$ cat config.mk
export PLATFORM = sky130hd
export DESIGN_NAME = ohp_host_port
export DESIGN_NICKNAME = d
export VERILOG_FILES = /design/src/design/ohp_pkg.sv /design/src/design/ohp_host_port.sv
export SDC_FILE = /design/constraint.sdc
export NUM_CORES = 1
export LEC_CHECK = 0
export ABC_AREA = 1
export BUFFER_PORTS_ARGS = -buffer_cell sky130_fd_sc_hd__buf_2
export CAP_MARGIN = 0
export CORE_AREA = 8 8 84 86
export CTS_CLUSTER_SIZE = 20
export DETAILED_ROUTE_END_ITERATION = 10
export DIE_AREA = 0 0 92 94
export PLACE_DENSITY = 0.7
export SLEW_MARGIN = 20
export SYNTH_ARGS = -nofsm -noshare
export SYNTH_HDL_FRONTEND = slang
export SYNTH_SLANG_ARGS = --single-unit
export TNS_END_PERCENT = 5
$ cat constraint.sdc
create_clock -name clock_in -period 3.7 [get_ports clock_in]
set_clock_uncertainty 0.05 [all_clocks]
set_input_delay 0.37 -clock clock_in [delete_from_list [all_inputs] [get_ports clock_in]]
set_output_delay 0.37 -clock clock_in [all_outputs]
set_load 0.05 [all_outputs]
$ cat src/design/ohp_pkg.sv
// Constants for the display host port
package ohp_pkg;
	localparam int          BUS_W     = 8;
	localparam int          SCLK_BIT  = 0;
	localparam int          SERIAL_IN_BIT = 1;
	localparam logic [1:0]  MODE_6800 = 2'h0;
	localparam logic [1:0]  MODE_8080 = 2'h1;
	localparam logic [1:0]  MODE_SPI4 = 2'h2;
	localparam logic [1:0]  MODE_SPI3 = 2'h3;
	localparam logic [2:0]  CNT_ZERO  = 3'h0;
	localparam logic [2:0]  CNT_ONE   = 3'h1;
	localparam logic [2:0]  CNT_LAST  = 3'h7;
	localparam logic [7:0]  BYTE_ZERO = 8'h00;
	localparam logic [7:0]  STATUS_RV = 8'h00;
	typedef enum logic [1:0] {
		OHP_IDLE = 2'h1,
		OHP_INIT = 2'h2
	} ohp_state_e;
endpackage

$ cat src/design/ohp_host_port.sv
// Host bus port of the display module: parallel and serial byte intake
// Function
// - Eight-bit bidirectional host bus, both directions in 6800 and 8080 modes; serial modes write only
// - Serial mode: bit1 data, bit0 clock
// - 6800 mode: enable strobe starts access
// - 8080 mode: read strobe low starts read
// - 6800 mode: direction pin high read, low write
// - 8080 mode: write strobe low starts write
// - Select high means display data byte; three-wire serial mode ignores select and routes every byte to command
// - Select low routes byte to command register
// - Reset low initializes controller logic
// - Respond only while chip select low
// - 6800 capture byte at enable falling edge
// - 8080 latch on write/read strobe rising edge
`timescale 1ns/1ps
`default_nettype none
module ohp_host_port (
	input  wire logic             clock_in,
	input  wire logic             srst_in,
	input  wire logic [1:0]       mode_in,
	input  wire logic [7:0]       host_bus_in,
	output logic      [7:0]       host_bus_out,
	output logic                  host_bus_oe_out,
	input  wire logic             strobe_a_in,
	input  wire logic             strobe_b_in,
	input  wire logic             chip_select_n_in,
	input  wire logic             data_command_select_in,
	input  wire logic             reset_n_in,
	input  wire logic [7:0]       read_data_in,
	input  wire logic [7:0]       status_in,
	output logic      [7:0]       cmd_byte_out,
	output logic                  cmd_valid_out,
	output logic      [7:0]       data_byte_out,
	output logic                  data_valid_out,
	output logic                  read_ack_out,
	output logic                  read_is_data_out,
	output logic                  init_out
);
	typedef struct packed {
		ohp_pkg::ohp_state_e state;
		logic                a_d;
		logic                b_d;
		logic [7:0]          shift;
		logic [2:0]          cnt;
		logic [7:0]          cmd_byte;
		logic                cmd_valid;
		logic [7:0]          data_byte;
		logic                data_valid;
		logic                read_ack;
		logic                read_is_data;
		logic [7:0]          bus_out;
		logic                bus_oe;
		logic                init;
	} ohp_state_s;

	ohp_state_s r;
	ohp_state_s next_r;

	logic       sclk;
	logic       serial_in;
	logic       a_now;
	logic       a_rise;
	logic       a_fall;
	logic       b_rise;
	logic       b_fall;
	logic       serial_mode;
	logic       spi4_mode;
	logic [7:0] rd_byte;
	logic [7:0] serial_byte;

	logic       wr_fire;
	logic       wr_is_data;
	logic [7:0] wr_byte;

	assign sclk        = host_bus_in[ohp_pkg::SCLK_BIT];
	assign serial_in   = host_bus_in[ohp_pkg::SERIAL_IN_BIT];
	assign spi4_mode   = (mode_in == ohp_pkg::MODE_SPI4);
	assign serial_mode = spi4_mode || (mode_in == ohp_pkg::MODE_SPI3);
	// In parallel modes strobe A carries E or RD; serial uses bus clock
	assign a_now       = serial_mode ? sclk : strobe_a_in;
	assign a_rise      = a_now & ~r.a_d;
	assign a_fall      = ~a_now & r.a_d;
	assign b_rise      = strobe_b_in & ~r.b_d;
	assign b_fall      = ~strobe_b_in & r.b_d;
	// Select picks display memory or status for a read
	assign rd_byte     = data_command_select_in ? read_data_in : status_in;
	// MSB first, so the newest bit lands at the bottom
	assign serial_byte = {r.shift[6:0], serial_in};

	always_comb begin
		next_r            = r;
		next_r.cmd_valid  = 1'h0;
		next_r.data_valid = 1'h0;
		next_r.read_ack   = 1'h0;
		next_r.a_d        = a_now;
		next_r.b_d        = strobe_b_in;
		next_r.state      = ohp_pkg::OHP_IDLE;
		next_r.init       = 1'h0;
		wr_fire           = 1'h0;
		wr_is_data        = 1'h0;
		wr_byte           = ohp_pkg::BYTE_ZERO;

		if (chip_select_n_in) begin
			// Deselect drops bus and aborts a partial serial byte
			next_r.bus_oe = 1'h0;
			next_r.cnt    = ohp_pkg::CNT_ZERO;
			next_r.shift  = ohp_pkg::BYTE_ZERO;
		end else begin
			// Mode is a strap: changing it mid-access may fake an edge
			case (mode_in)
				ohp_pkg::MODE_6800: begin
					// Direction pin high means read, driving in E high
					if (a_rise && strobe_b_in) begin
						next_r.bus_out = rd_byte;
						next_r.bus_oe  = 1'h1;
					end

					if (a_fall) begin
						next_r.bus_oe = 1'h0;
						if (strobe_b_in) begin
							next_r.read_ack     = 1'h1;
							next_r.read_is_data = data_command_select_in;
						end else begin
							wr_fire    = 1'h1;
							wr_is_data = data_command_select_in;
							wr_byte    = host_bus_in;
						end
					end
				end

				ohp_pkg::MODE_8080: begin
					// Bus is driven from RD fall until RD rise
					if (a_fall) begin
						next_r.bus_out = rd_byte;
						next_r.bus_oe  = 1'h1;
					end

					if (a_rise) begin
						next_r.bus_oe       = 1'h0;
						next_r.read_ack     = 1'h1;
						next_r.read_is_data = data_command_select_in;
					end

					// Write start only makes sure the bus is released
					if (b_fall) begin
						next_r.bus_oe = 1'h0;
					end

					if (b_rise) begin
						wr_fire    = 1'h1;
						wr_is_data = data_command_select_in;
						wr_byte    = host_bus_in;
					end
				end

				default: begin
					// Serial write only; reads are not possible here
					next_r.bus_oe = 1'h0;
					if (a_rise) begin
						next_r.shift = serial_byte;
						next_r.cnt   = r.cnt + ohp_pkg::CNT_ONE;
						if (r.cnt == ohp_pkg::CNT_LAST) begin
							// Three-wire frames carry no select: all command
							wr_fire    = 1'h1;
							wr_is_data = spi4_mode && data_command_select_in;
							wr_byte    = serial_byte;
						end
					end
				end
			endcase
		end

		// One steering point keeps every mode's routing identical
		if (wr_fire) begin
			if (wr_is_data) begin
				next_r.data_byte  = wr_byte;
				next_r.data_valid = 1'h1;
			end else begin
				next_r.cmd_byte  = wr_byte;
				next_r.cmd_valid = 1'h1;
			end
		end

		// Pin reset clears the controller side, not just the port
		if (!reset_n_in) begin
			next_r       = '0;
			next_r.state = ohp_pkg::OHP_INIT;
			next_r.init  = 1'h1;
			next_r.a_d   = a_now;
			next_r.b_d   = strobe_b_in;
		end

		// Edge history follows the pins in reset: no false edge on release
		if (srst_in) begin
			next_r       = '0;
			next_r.state = ohp_pkg::OHP_INIT;
			next_r.init  = 1'h1;
			next_r.a_d   = a_now;
			next_r.b_d   = strobe_b_in;
		end
	end

	// Limitation: each strobe level must last at least one clock, since edges
	// are found only against the previous sample
	always_ff @(posedge clock_in) begin
		r <= next_r;
	end

	// All outputs straight from the state register
	assign host_bus_out     = r.bus_out;
	assign host_bus_oe_out  = r.bus_oe;
	assign cmd_byte_out     = r.cmd_byte;
	assign cmd_valid_out    = r.cmd_valid;
	assign data_byte_out    = r.data_byte;
	assign data_valid_out   = r.data_valid;
	assign read_ack_out     = r.read_ack;
	assign read_is_data_out = r.read_is_data;
	assign init_out         = r.init;
endmodule // ohp_host_port
`default_nettype wire

---- After elaboration in Yosys (flattened, before gate mapping) ----
Cells that the tools add are included.
cells by class
  $add $sub $neg .......................... 1
  eq/ne operators ......................... 11
  muxes and demuxes ....................... 42
  bitwise logic cells ..................... 13
  reduce and logical (&&, ||, !) cells .... 15
operator list
  operator               count
  $mux W8                7
  $mux W41               1
  $mux W9                4
  $mux W11               3
  $pmux W10 S2           1
  $mux W18               1
  $mux W1                17
  $pmux W8 S2            1
  $mux W10               1
  $ne A2 B2 Y1 const B   5
  $not A1 Y1             9
  $reduce_and A2 Y1      4
  $mux W2                3
  $pmux W1 S2            3
  $reduce_or A3 Y1       2
  $reduce_and A5 Y1      1
  $and A1 B1 Y1          4
  $eq A2 B2 Y1 const B   2
  $ne A4 B4 Y1 const B   1
  $reduce_and A4 Y1      1
  $reduce_or A2 Y1       2
  $add A3 B1 Y3 const B  1
  $eq A3 B3 Y1 const B   1
  $ne A3 B3 Y1 const B   1
  other kinds (5)        6
storage, ports and cells
  bits in registers ....................... 43
  input bits .............................. 33
  logic and storage cells ................. 95

---- Depth between registers and ports, before layout ----
  depth in word-level cells ............... 11
  mapped depth ............................ 14
  depth with buffers taken out ............ 12

---- Least setup slack after synthesis ----
No wires, ideal clock.
  path type ............................... input port to flip-flop
  from .................................... in mode_in[1]
  to ...................................... reg r (netlist bit cmd_byte_out[5])
  arrival ................................. 1683 ps
  data required time ...................... 3536 ps
  slack ................................... 1854 ps
  stages .................................. 13
  path buffers ............................ 2
  cells stage by stage .................... buf_6 > o21ai_0 > inv_1 > ha_1 > inv_1 > nor2_1 > nand2_1 > nand3_4 > nand2_4 > buf_6 > nand2_1 > nand2_1 > nor2_1
between the ends
  longest elaborated chain between the ends .. 10
ends and longest elaborated chain
  what                                    RTL line                                  source
  start, declared                         ohp_host_port.sv:20                       input wire logic [1:0] mode_in,
  $eq A2 B2 Y1, on equally long branches  ohp_host_port.sv:77, ohp_host_port.sv:78
  $logic_or A1 B1 Y1 (*)                  ohp_host_port.sv:78                       assign serial_mode = spi4_mode || (mode_in == ohp_pkg::MODE_SPI3);
  $mux W1 (*)                             ohp_host_port.sv:80                       assign a_now = serial_mode ? sclk : strobe_a_in;
  named net a_now                         ohp_host_port.sv:61                       logic a_now;
  $not A1 Y1                              ohp_host_port.sv:82                       assign a_fall = ~a_now & r.a_d;
  $and A1 B1 Y1                           ohp_host_port.sv:82
  $mux W1                                 ohp_host_port.sv:118                      if (a_fall) begin
  $pmux W1 S2                             ohp_host_port.sv:110                      case (mode_in)
  $mux W1                                 ohp_host_port.sv:103                      if (chip_select_n_in) begin
  $not A1 Y1 (no line)                    --
  $reduce_and A2 Y1 (no line)             --
  end signal, assigned                    ohp_host_port.sv:206                      r <= next_r;
  end, declared                           ohp_host_port.sv:56                       ohp_state_s r;
The timed path passes the listed nets; every way through them passes the cells marked *.
A chain may end at the register's enable or synchronous reset.

---- Worst setup path in the final report ----
  from .................................... in mode_in[1]
  to ...................................... reg r (netlist bit cmd_byte_out[0])
Same word-level chain as after synthesis.

==> results by group <==
Status
  – Outcome: completed

Timing
  – Min Tclk post-route: ~1.9 ns
  – Final Max Slew Viols: 0
  – Fmax: between 500 and 600 MHz
  – Period utilisation layout: 0.522
  – Setup TNS: 0 ns
  – Number of setup violations in the final report: 0
  – Slew at the pin with the worst max-slew slack: between 0.4 and 0.5 ns
  – RSZ-0062 raised after global routing: false
  – Max_slew headroom: 0.695
  – Final Hold Fails: 0
  – Setup ws final: ~1.8 ns

Floorplanning
  – Total die area: 0.00865 mm²
  – Die width: 92 µm
  – Core area: 0.00575 mm²
  – # rows: 28
  – Initial core utilization: 0.409
  – Die Y-Extent: about 94 µm
  – Io pins: 63

Placed design
  – Placer Congestion: approximately 0.8
  – Post-DP HPWL: 4230 µm
  – IO Port Bufs: 62
  – Worst slack at placement: between 1 and 1.5 ns
  – Dpl cells: 454

GRT
  – Overflow after GRT: 0
  – First-pass GRT wire length: between 9000 and 10000 µm
  – Largest net degree at the start of global routing: 27
  – Initial antenna violation count: 0
  – Vias in the first global route: 2001
  – GRT Total Usage: 0.129

Clocking
  – Worst-path clk slew: approximately 0.08 ns
  – # resized after CTS: 0
  – Hold bufs inserted after CTS: 0
  – CTS max path bufs: 2
  – Clock Latency Late Sink: 0.29 ns
  – Sink Count: 42
  – CTS Buf Count: 5
  – Post-CTS Setup Bufs: 0
  – CTS tree: done
  – H-Tree Depth: 2
  – Root buf cell: clkbuf_8

Logic synthesis
  – Avg Inst Size Synth: approximately 6.7 µm²
  – Count leader, synth: nand2_1
  – Main area contributors after synthesis: dfxtp_1 36%, nand2_1 15%, buf_4 7.7%, a21oi_1 7.0%, nor2_1 6.5%
  – Post-synth top area share: 0.358
  – Post-synthesis register bit count: between 40 and 50
  – Post-synth EDFFs: 0
  – Dominant synthesized flop cell: dfxtp_1
  – Mapped Nets: 387
  – Yosys warnings: 0
  – Synth cell types: 26
  – Synth async-reset ratio: 0
  – Commonest cells in the netlist: 92 x nand2_1, 42 x dfxtp_1, 41 x nor2_1
  – Post-Synthesis Cells: 350
  – Synth Cell Area: ~0.0024 mm²
  – Area leader, netlist: dfxtp_1
  – Seq/Total Area, Yosys: 0.358

Route
  – Routed vias: ~2100
  – Residual DRC: 0
  – Vias per inst: about 4.6
  – Pre-antenna DRT Iters: 4
  – DRT iter0 DRCs: 97
  – WL per Instance: ~12 µm
  – Total wire length: 5510 µm
  – Post-DRT Antenna Nets: 0

Power
  – Worst VDD drop: ~0.12 mV
  – Leakage power: ~0.0013 µW
  – PwrDens: ~340 mW/mm²
  – Total power: between 800 and 900 µW

Worst setup path
  – Crit path required time: 3.84 ns
  – CP max FO: 17
  – CP Data Arrival Time: between 2 and 2.5 ns
  – CP Capture Type: flop
  – CP Launch Type: input port
  – CP Class: in2reg

Worst hold path
  – Hold crit path type: in2reg

Flow run
  – Max-cap viol count: 0

Final layout
  – Ant. Diodes: 0
  – Fin nets: ~420
  – Area growth syn-to-layout: 10.7%
  – Layout cells sized above 1: 0.235
  – Layout Cells excl Fill: roughly 460
## cells in the final DEF, fill, tap and decap left out, types with 2 or more instances in the layout
cell type  Yosys  routed
dfxtp_1       42      42
inv_1         32      32
nor2_4         2       2
clkbuf_8       0       5
buf_2          5      62
o21ai_1        9       9
nand2_1       92      92
ha_1           4       4
nand2_2        5       5
a21oi_1       33      33
clkinv_2       1       2
o21ai_0       11      11
nand3_1       27      27
nor2_1        41      41
nor2_2         2       2
inv_2          5       5
nand2_4        3       3
## worst paths after layout
kind	from	endpoint	slack (ns)	cells past startpoint
worst max register to register	r[42]	cmd_byte_out[0]	1.95	8
worst min-delay path	strobe_b_in	r[41]	0.27	1
worst min register to register	r[31]	r[31]	0.42	2
worst max-delay path	mode_in[1]	cmd_byte_out[0]	1.77	11
## per-stage QoR
| step | utilization | hold WS [ns] | cell area [µm²] |
|---|---|---|---|
| after CTS | 0.453 | 0.271 | 2600 |
| final | 0.453 | 0.275 | 2600 |
| after floorplan | - | 0.348 | 2350 |
| after detailed placement | 0.438 | 0.411 | 2520 |
| after global routing | 0.453 | 0.280 | 2600 |
| after global placement | 0.438 | 0.401 | 2520 |
## final cells by class
| type | count | area (µm²) |
|---|---|---|
| fill | 638 | 3140 |
| sequential | 42 | 841 |
| tap | 75 | 93.8 |
| clock buffer | 6 | 72.6 |
| timing repair buffer | 63 | 318 |
| clock inverter | 2 | 13.8 |
| inverter | 39 | 148 |
| multi-input combinational | 235 | 1120 |
## critical path, cell delays in order
cell,delay [ns]
buf_2,0.20
o21ai_0,0.18
inv_1,0.09
ha_1,0.37
inv_1,0.17
nor2_1,0.12
nand2_1,0.09
nand3_4,0.13
nand2_4,0.13
a21oi_1,0.18
nor2_1,0.05
## cells by family after synthesis
| family | after synthesis | synth area share |
|---|---|---|
| flip-flops | 42 | 0.358 |
| adder cells (fa/ha/maj) | 4 | 0.0213 |
| XOR/XNOR | 1 | 0.00373 |
| AO/OA/AOI/OAI | 56 | 0.127 |
| buffers and inverters | 73 | 0.168 |
| AND/OR/NAND/NOR | 174 | 0.323 |
## power breakdown
| part | switching [µW] | total, µW | internal [µW] |
|---|---|---|---|
| Combinational | 92.7 | 134 | 41.2 |
| Sequential | 3.68 | 462 | 458 |
| Clock | 159 | 293 | 133 |
| Total | 256 | 888 | 633 |
## routing by layer
layer / global-route usage / share of wire
met1: 0.146 / 0.43
met2: 0.225 / 0.50
met3: 0.0304 / 0.051
met4: 0.0631 / 0.014
met5: 0 / 0
## registers in the layout (all words and copies together), names as in the netlist
name and flops:
data_valid_out 1, host_bus_oe_out 1, read_is_data_out 1, r 12, init_out 1, host_bus_out 8, data_byte_out 8, cmd_valid_out 1
read_ack_out 1, cmd_byte_out 8
(Power assumes the default switching activity.)
